## config.mk

```make
export PLATFORM = sky130hd
export DESIGN_NAME = charge_cycle_sequencer
export DESIGN_NICKNAME = d
export VERILOG_FILES = /design/src/hw/charge_seq_pkg.sv /design/src/hw/comp_sync.sv /design/src/hw/charge_timer.sv /design/src/hw/charge_cycle_sequencer.sv
export SDC_FILE = /design/constraint.sdc
export NUM_CORES = 1
export LEC_CHECK = 0
export ABC_AREA = 1
export BUFFER_PORTS_ARGS = -buffer_cell sky130_fd_sc_hd__buf_2
export CORE_MARGIN = 5
export CORE_UTILIZATION = 30
export CTS_CLUSTER_DIAMETER = 30
export DETAILED_ROUTE_END_ITERATION = 8
export SYNTH_ARGS = -nofsm -noshare
export SYNTH_HDL_FRONTEND = slang
export SYNTH_SLANG_ARGS = --single-unit
```

## constraint.sdc

```tcl
create_clock -name ref_clk -period 1.9 [get_ports ref_clk]
set_input_delay 0.19 -clock ref_clk [delete_from_list [all_inputs] [get_ports ref_clk]]
set_output_delay 0.19 -clock ref_clk [all_outputs]
set_load 0.02 [all_outputs]
```

## src/hw/charge_seq_pkg.sv

```systemverilog
`default_nettype none
package charge_seq_pkg;

    // time-limit counter
    localparam int TIMER_STAGES = 22;
    localparam int TRICKLE_LIMIT_BIT = 19;
    localparam logic [3:0] TRICKLE_EXIT_PERIODS = 4'hf;
    localparam logic [3:0] ABOVE_CNT_RESET = 4'h0;
    localparam logic [TIMER_STAGES-1:0] TIMER_RESET = 22'h000000;

    // register port
    localparam int ADDR_WIDTH = 4;
    localparam int DATA_WIDTH = 32;
    localparam logic [ADDR_WIDTH-1:0] REG_IRQ_STATUS = 4'h0;
    localparam logic [ADDR_WIDTH-1:0] REG_IRQ_MASK = 4'h4;
    localparam logic [ADDR_WIDTH-1:0] REG_MODE = 4'h8;
    localparam logic [ADDR_WIDTH-1:0] REG_TIMER = 4'hc;

    // interrupt events
    localparam int EV_WIDTH = 4;
    localparam int EV_COMPLETE = 0;
    localparam int EV_TIMEOUT = 1;
    localparam int EV_REMOVED = 2;
    localparam int EV_TEMP = 3;
    localparam logic [EV_WIDTH-1:0] IRQ_MASK_RESET = 4'h0;

    typedef enum logic [2:0] {
        ST_STANDBY = 3'h0,
        ST_TRICKLE = 3'h1,
        ST_CC = 3'h3,
        ST_CV = 3'h2,
        ST_INHIBIT = 3'h6,
        ST_FAULT = 3'h7
    } mode_type;

    // comparator results and pins from the analog side
    typedef struct packed {
        logic enable;
        logic adapter_present;
        logic timeout_limit_enable_n;
        logic batt_removed;
        logic temp_in_window;
        logic current_at_eoc;
        logic vbat_above_trickle_exit;
        logic vbat_below_recharge;
        logic vbat_at_termination;
    } comp_type;

    typedef struct packed {
        logic [ADDR_WIDTH-1:0] addr;
        logic [DATA_WIDTH-1:0] wdata;
        logic wr;
        logic rd;
    } bus_req_type;

    typedef struct packed {
        mode_type mode;
        logic tmo_latched;
        logic removed_fault;
        logic temp_hold;
        logic [3:0] above_cnt;
        logic [EV_WIDTH-1:0] irq_status;
        logic [EV_WIDTH-1:0] irq_mask;
        logic [DATA_WIDTH-1:0] rdata;
        logic irq;
        logic status_oe;
        logic fault_oe;
        logic charge_on;
        logic ref_tenth;
    } seq_state_type;

endpackage
`default_nettype wire

```

## src/hw/comp_sync.sv

```systemverilog
`default_nettype none
module comp_sync (
    // clock and reset
    input wire logic ref_clk,
    input wire logic rst,
    // raw and synchronised comparators
    input wire charge_seq_pkg::comp_type raw,
    output charge_seq_pkg::comp_type synced
);
    typedef struct packed {
        charge_seq_pkg::comp_type meta;
        charge_seq_pkg::comp_type stable;
    } sync_state_type;

    sync_state_type q;
    sync_state_type d;

    always_comb begin
        d.meta = raw;
        d.stable = q.meta;
    end

    always_ff @(posedge ref_clk) begin
        if (rst) begin
            q <= '0;
        end else begin
            q <= d;
        end
    end

    assign synced = q.stable;
endmodule // comp_sync
`default_nettype wire

```

## src/hw/charge_timer.sv

```systemverilog
`default_nettype none
module charge_timer (
    // clock and reset
    input wire logic ref_clk,
    input wire logic rst,
    // control
    input wire logic clear,
    input wire logic advance,
    // state
    output logic [charge_seq_pkg::TIMER_STAGES-1:0] count,
    output logic expired,
    output logic eighth_expired
);
    typedef struct packed {
        logic [charge_seq_pkg::TIMER_STAGES-1:0] cnt;
        logic full;
    } timer_state_type;

    timer_state_type q;
    timer_state_type d;

    always_comb begin
        d = q;
        if (clear) begin
            d.cnt = charge_seq_pkg::TIMER_RESET;
            d.full = 1'b0;
        end else if (advance) begin
            if (&q.cnt) begin
                d.full = 1'b1;
            end else begin
                d.cnt = q.cnt + 1'b1;
            end
        end
    end

    always_ff @(posedge ref_clk) begin
        if (rst) begin
            q <= '0;
        end else begin
            q <= d;
        end
    end

    assign count = q.cnt;
    assign expired = q.full;
    // one eighth of the full span is reached when any top three bits is set
    assign eighth_expired =
        |q.cnt[charge_seq_pkg::TIMER_STAGES-1:charge_seq_pkg::TRICKLE_LIMIT_BIT];
endmodule // charge_timer
`default_nettype wire

```

## src/hw/charge_cycle_sequencer.sv

```systemverilog
`default_nettype none
// How it works
// - leave constant current for constant voltage at termination voltage
// - clear time-limit counter on entering constant current
// - counter past limit latches timeout fault, stops charging
// - timeout limit pin low disables limit in CC and CV
// - in CC and CV status driven low, fault released
// - in CV, current at end-of-charge level completes the cycle
// - counter runs on through CV; one limit covers CC and CV
// - completed cycle enters inhibit, watching battery voltage
// - inhibit restarts a cycle when battery drops below recharge level
// - inhibit releases both status and fault
// - temperature out of window halts charging, freezes counter
// - any fault drives fault low and releases status
// - enable low or adapter absent forces standby, no charging
// - trickle selects tenth reference, constant current full setting
// - time limit from 22-stage counter, one step per oscillator period
// - trickle exit after 15 periods above; trickle limit one eighth
// - timeout fault holds until power cycles or enable toggles
// - battery removal signals fault; reinsertion starts new cycle unless a timeout fault is latched
module charge_cycle_sequencer (
    // clock and reset
    input wire logic ref_clk,
    input wire logic rst,
    // analog comparators, one oscillator period per tick
    input wire charge_seq_pkg::comp_type comp_raw,
    input wire logic osc_tick,
    // register port
    input wire charge_seq_pkg::bus_req_type bus_req,
    output logic [charge_seq_pkg::DATA_WIDTH-1:0] bus_rdata,
    // open-drain indications, loop control
    output logic status_out,
    output logic status_oe,
    output logic fault_out,
    output logic fault_oe,
    output logic charge_on,
    output logic loop_ref_tenth,
    output logic irq
);
    charge_seq_pkg::comp_type s;
    charge_seq_pkg::seq_state_type q;
    charge_seq_pkg::seq_state_type d;
    logic [charge_seq_pkg::TIMER_STAGES-1:0] tmr_count;
    logic tmr_expired;
    logic tmr_eighth;
    logic tmr_clear;
    logic tmr_advance;
    logic powered;
    logic temp_bad;
    logic go;
    logic lim_en;
    logic [charge_seq_pkg::EV_WIDTH-1:0] ev;

    comp_sync u_sync (
        .ref_clk(ref_clk),
        .rst(rst),
        .raw(comp_raw),
        .synced(s)
    );

    charge_timer u_timer (
        .ref_clk(ref_clk),
        .rst(rst),
        .clear(tmr_clear),
        .advance(tmr_advance),
        .count(tmr_count),
        .expired(tmr_expired),
        .eighth_expired(tmr_eighth)
    );

    function automatic logic is_charging(charge_seq_pkg::mode_type m);
        is_charging = (m == charge_seq_pkg::ST_TRICKLE) ||
            (m == charge_seq_pkg::ST_CC) || (m == charge_seq_pkg::ST_CV);
    endfunction

    function automatic logic is_fast(charge_seq_pkg::mode_type m);
        is_fast = (m == charge_seq_pkg::ST_CC) ||
            (m == charge_seq_pkg::ST_CV);
    endfunction

    // the limit pin is active high in effect: pulled low, no limit
    assign lim_en = s.timeout_limit_enable_n;
    assign powered = s.enable && s.adapter_present;
    // removal overrides the window result, the thermistor is gone
    assign temp_bad = !s.temp_in_window && !s.batt_removed;
    assign go = powered && !s.batt_removed && !temp_bad;

    always_comb begin
        d = q;
        ev = '0;
        tmr_clear = 1'b0;
        tmr_advance = 1'b0;
        d.temp_hold = 1'b0;
        if (!powered) begin
            d.mode = charge_seq_pkg::ST_STANDBY;
            // leaving for standby releases the latch
            d.tmo_latched = 1'b0;
            d.removed_fault = 1'b0;
        end else if (s.batt_removed && q.mode != charge_seq_pkg::ST_FAULT) begin
            d.mode = charge_seq_pkg::ST_FAULT;
            d.removed_fault = 1'b1;
            ev[charge_seq_pkg::EV_REMOVED] = 1'b1;
        end else if (temp_bad && q.mode != charge_seq_pkg::ST_STANDBY &&
                     q.mode != charge_seq_pkg::ST_FAULT) begin
            d.temp_hold = 1'b1;
        end else begin
            case (q.mode)
                charge_seq_pkg::ST_STANDBY: begin
                    d.mode = charge_seq_pkg::ST_TRICKLE;
                    d.above_cnt = charge_seq_pkg::ABOVE_CNT_RESET;
                    tmr_clear = 1'b1;
                end
                charge_seq_pkg::ST_TRICKLE: begin
                    tmr_advance = osc_tick;
                    // trickle limit applies regardless of the pin
                    if (tmr_eighth) begin
                        d.mode = charge_seq_pkg::ST_FAULT;
                        d.tmo_latched = 1'b1;
                        ev[charge_seq_pkg::EV_TIMEOUT] = 1'b1;
                    end else if (osc_tick) begin
                        if (!s.vbat_above_trickle_exit) begin
                            d.above_cnt = charge_seq_pkg::ABOVE_CNT_RESET;
                        end else if (q.above_cnt ==
                                     charge_seq_pkg::TRICKLE_EXIT_PERIODS - 4'h1) begin
                            d.mode = charge_seq_pkg::ST_CC;
                            d.above_cnt = charge_seq_pkg::ABOVE_CNT_RESET;
                            tmr_clear = 1'b1;
                        end else begin
                            d.above_cnt = q.above_cnt + 4'h1;
                        end
                    end
                end
                charge_seq_pkg::ST_CC, charge_seq_pkg::ST_CV: begin
                    tmr_advance = osc_tick;
                    if (tmr_expired && lim_en) begin
                        d.mode = charge_seq_pkg::ST_FAULT;
                        d.tmo_latched = 1'b1;
                        ev[charge_seq_pkg::EV_TIMEOUT] = 1'b1;
                    end else if (q.mode == charge_seq_pkg::ST_CC) begin
                        // no clear on the way into CV
                        if (s.vbat_at_termination) begin
                            d.mode = charge_seq_pkg::ST_CV;
                        end
                    end else if (s.current_at_eoc) begin
                        d.mode = charge_seq_pkg::ST_INHIBIT;
                        ev[charge_seq_pkg::EV_COMPLETE] = 1'b1;
                    end
                end
                charge_seq_pkg::ST_INHIBIT: begin
                    if (s.vbat_below_recharge) begin
                        d.mode = charge_seq_pkg::ST_TRICKLE;
                        d.above_cnt = charge_seq_pkg::ABOVE_CNT_RESET;
                        tmr_clear = 1'b1;
                    end
                end
                charge_seq_pkg::ST_FAULT: begin
                    // a timeout latch stays put
                    // wait for the pack to return, else fault and trickle
                    // would alternate every cycle while it is still out
                    if (q.removed_fault && !q.tmo_latched &&
                        !s.batt_removed) begin
                        d.mode = charge_seq_pkg::ST_TRICKLE;
                        d.removed_fault = 1'b0;
                        d.above_cnt = charge_seq_pkg::ABOVE_CNT_RESET;
                        tmr_clear = 1'b1;
                    end
                end
                default: begin
                    d.mode = charge_seq_pkg::ST_STANDBY;
                end
            endcase
        end

        if (d.temp_hold && !q.temp_hold) begin
            ev[charge_seq_pkg::EV_TEMP] = 1'b1;
        end

        // fault pulls fault low, status released
        d.fault_oe = (d.mode == charge_seq_pkg::ST_FAULT) || d.temp_hold;
        d.status_oe = is_charging(d.mode) && !d.fault_oe;
        d.charge_on = d.status_oe;
        d.ref_tenth = (d.mode == charge_seq_pkg::ST_TRICKLE);

        // write one to clear; a new event in the same cycle still lands
        if (bus_req.wr && bus_req.addr == charge_seq_pkg::REG_IRQ_STATUS) begin
            d.irq_status = q.irq_status &
                ~bus_req.wdata[charge_seq_pkg::EV_WIDTH-1:0];
        end
        d.irq_status = d.irq_status | ev;
        if (bus_req.wr && bus_req.addr == charge_seq_pkg::REG_IRQ_MASK) begin
            d.irq_mask = bus_req.wdata[charge_seq_pkg::EV_WIDTH-1:0];
        end
        d.irq = |(d.irq_status & d.irq_mask);

        d.rdata = '0;
        if (bus_req.rd) begin
            case (bus_req.addr)
                charge_seq_pkg::REG_IRQ_STATUS:
                    d.rdata[charge_seq_pkg::EV_WIDTH-1:0] = q.irq_status;
                charge_seq_pkg::REG_IRQ_MASK:
                    d.rdata[charge_seq_pkg::EV_WIDTH-1:0] = q.irq_mask;
                charge_seq_pkg::REG_MODE:
                    d.rdata[5:0] = {q.temp_hold, q.removed_fault,
                                    q.tmo_latched, q.mode};
                charge_seq_pkg::REG_TIMER:
                    d.rdata[charge_seq_pkg::TIMER_STAGES-1:0] = tmr_count;
                default:
                    d.rdata = '0;
            endcase
        end
    end

    always_ff @(posedge ref_clk) begin
        if (rst) begin
            q <= '0;
            q.mode <= charge_seq_pkg::ST_STANDBY;
            q.irq_mask <= charge_seq_pkg::IRQ_MASK_RESET;
            // power-on state shows fault low, status released
            q.fault_oe <= 1'b1;
        end else begin
            q <= d;
        end
    end

    // open-drain pins only ever pull low
    assign status_out = 1'b0;
    assign fault_out = 1'b0;
    assign status_oe = q.status_oe;
    assign fault_oe = q.fault_oe;
    assign charge_on = q.charge_on;
    assign loop_ref_tenth = q.ref_tenth;
    assign irq = q.irq;
    assign bus_rdata = q.rdata;
endmodule // charge_cycle_sequencer
`default_nettype wire

```

==> flow_summary.yaml <==
detailed_routing:
  viasPerCell: 4.23
  num_vias: 3409
  firstDrtPassIters: 4
  wl_microns: 8880
  drtIter0Drc: 185
  wire_per_inst_microns: 11.0
  drt.antenna.violating_nets: 0
  drc_errors: 0
synthesis:
  synthSimpleGateAreaFrac: 0.296
  synth_compound_area_frac: 0.0908
  synthAdderAreaFrac: 0.00902
  syn_avg_cell_area_sq_um: 7.20
  synth_top_family_by_area: "simple AND/OR/NAND/NOR gates"
  yosysSeqAreaShare: 0.409
  synthMuxAreaShare: 0
  yosys.cell_types.count: 32
  ys_ff_latch: 85
  yosys_warnings: 0
  synth_xor_area_frac: 0.0421
  syn_area_sq_mm: 0.00416
  synth_cells: 578
grt:
  grt_pass1_wl_microns: 15200
  grt_max_degree: 35
  antenna_found_initial: 0
  grt_overflow: 0
  grt_use_total: 0.115
  grt_pass1_vias: 3339
timing:
  finalHoldViolCount: 0
  period_needed_ns: 1.74
  fmax_ghz: 0.575
  setup_violations: 0
  fin_tns_setup_ns: 0
  slew_viol_final: 0
  post-route-period-util: 0.915
  grt_setup_unrepaired: "false"
  fin_skew_ns: 0.00804
  fin_hold_ws_ns: 0.0482
clocking:
  cts.path.max_buffers: 2
  numCtsBuffers: 9
  cts_root_buffer: "clkbuf_16"
  post_cts_buffers: 0
  cts_tree: "done"
  htreeDepth: 3
  clk_latency_ns: 0.34
  cts_hold_buf: 0
  clkSinkCount: 85
  worst_setup_hold_path_clk_slew_ns: 0.06
worst_setup_path:
  r2r_cells: 11
  crit_required_ns: 2.16
  path_common_cell: "nand2_1"
  worstReg2RegStart: "q[53]"
  regToRegSetupSlack_ns: 0.16
  crit_path_top_delay_cell: "dfxtp_1"
  arrival_ns: 2.00
  crit_path_cell_trace: "inv_1 > nand2_1 > nor2_4 > buf_4 > nand2_1 > nand2_1 > nor3_1 > nand2_1 > nand2_1 > nand2_1 > a21oi_1"
  end_kind: "flip-flop"
  path_max_fanout: 7
  r2r_end: "charge_on"
  crit_buf_inv: 2
  critical_path_class: "flip-flop to flip-flop"
  cp-start-kind: "flip-flop"
  slowest_delay_ns: 0.47
  cpLargestDelayFamily: "simple AND/OR/NAND/NOR gates"
placed_design:
  portBuffers: 48
  dp_hpwl_microns: 6660
  gp_congestion: 0.868
die:
  die_x_microns: 128
  rows: 43
  start_util: 0.303
  die_h_microns: 128
  design.core.area_sq_mm: 0.0137
  dieArea_sq_mm: 0.0163
  ioPinCount: 89
hold_path:
  min_to: "u_sync.d[6]"
  min_from: "comp_raw[6]"
  whs_path_depth: 3
  hold_path_class: "input port to flip-flop"
layout:
  synthToLayoutAreaGrowth_pct: 15.4
  antenna_cells: 0
  final_util: 0.350
  final_nets: 674
  nFillCells: 1478
  layout_commonest_cell: "nand2_1"
  final_cell_mix: "nand2_1, nor2_1, dfxtp_1"
  drive_gt1_frac: 0.182
power_and_ir_drop:
  powerDensity_mw_per_mm2: 796
  total_leakage_power_nw: 1.99
  vdd_drop_max_mv: 0.580
run_status:
  outcome: "finished, final reports clean"
run:
  drv_cap: 0
per-stage QoR:
step                cell area, sq um  setup WS, ns  std cells  total power [mW]
detailed placement              4480         0.132        790              1.99
global placement                4480         0.143        790              1.99
CTS                             4800         0.113        806              3.88
finish                          4800         0.162        806              3.82
global route                    4800       0.00687        806              3.98
floorplan                       4200         0.267        589              1.96
cell type report:
| class | count | area, sq um | area share |
|---|---|---|---|
| sequential | 85 | 1700 | 0.354 |
| timing repair buffer | 67 | 395 | 0.0823 |
| inverter | 78 | 295 | 0.0615 |
| multi-input combinational | 380 | 1870 | 0.389 |
| clock buffer | 13 | 250 | 0.0521 |
| tap | 180 | 225 | 0.0469 |
| clock inverter | 3 | 68.8 | 0.0143 |
registers in the layout, summed over array words and instances (netlist names):
signal	cells
irq	1
u_timer.expired	1
loop_ref_tenth	1
bus_rdata	22
charge_on	1
u_sync.synced	9
u_sync.d	9
q	18
fault_oe	1
u_timer.count	22
worst max-delay path by stage:
stage | startpoint | end | slack (ns) | cells past startpoint
2_1_floorplan | u_timer.count[0] | u_timer.count[18] | 0.27 | 11
3_3_place_gp | q[53] | u_timer.count[20] | 0.14 | 8
3_5_place_dp | q[53] | u_timer.count[12] | 0.13 | 8
4_1_cts | q[53] | u_timer.count[21] | 0.11 | 8
5_1_grt | q[53] | loop_ref_tenth | 0.007 | 11
6_report | q[53] | charge_on | 0.16 | 11
cells by family after synthesis:
| logic type | Yosys count |
|---|---|
| XOR/XNOR | 20 |
| adder cells (fa/ha/maj) | 3 |
| other | 1 |
| flip-flops | 85 |
| buffers and inverters | 124 |
| AO/OA/AOI/OAI | 60 |
| AND/OR/NAND/NOR | 285 |
report_power, final:
part,total [mW],switching (mW),internal [mW]
logic,0.142,0.0977,0.0442
clock network,1.87,0.679,1.19
registers,1.81,0.00684,1.80
worst reg2reg max path, stage by stage (launching register included):
cell	delay, ns
dfxtp_1	0.47
inv_1	0.10
nand2_1	0.15
nor2_4	0.04
buf_4	0.15
nand2_1	0.09
nand2_1	0.10
nor3_1	0.15
nand2_1	0.09
nand2_1	0.12
nand2_1	0.07
a21oi_1	0.13
what timing repair did:
action | 4_1_cts | 5_1_grt
hold endpoints to repair | 0 | 0
setup endpoints to repair | 0 | 22
resized for setup | 0 | 2
Yosys cell counts:
master | count | share of area
o21ai_1 | 2 | 0.0024
nand2_1 | 138 | 0.12
nand2_2 | 2 | 0.0030
a21oi_1 | 19 | 0.023
o21bai_1 | 1 | 0.0018
o22ai_1 | 2 | 0.0030
clkbuf_1 | 5 | 0.0045
nand3b_1 | 1 | 0.0018
buf_4 | 37 | 0.067
a221oi_1 | 4 | 0.0084
nand3b_2 | 1 | 0.0027
nand3_2 | 3 | 0.0072
a31oi_1 | 1 | 0.0015
o21ai_0 | 16 | 0.019
inv_1 | 75 | 0.068
dfxtp_1 | 85 | 0.41
a21oi_2 | 14 | 0.029
nor2_1 | 94 | 0.085
or2_2 | 3 | 0.0045
nor3_4 | 1 | 0.0039
conb_1 | 1 | 0.00090
nor3_1 | 6 | 0.0072
nor2_4 | 5 | 0.014
o32ai_1 | 1 | 0.0021
nor4_1 | 2 | 0.0030
inv_2 | 3 | 0.0027
buf_6 | 4 | 0.011
nand3_1 | 21 | 0.025
ha_1 | 3 | 0.0090
xor2_1 | 20 | 0.042
nand4_1 | 6 | 0.0090
nand2_4 | 2 | 0.0054
layer usage:
metal  GRT usage  vias up  share of wire
li1            -     1824              -
met1       0.144     1518           0.47
met2       0.191       61           0.47
met3      0.0308        6          0.048
met4      0.0362        0         0.0095
met5           0        -              0
No activity file was read; power rests on OpenSTA's default activity.
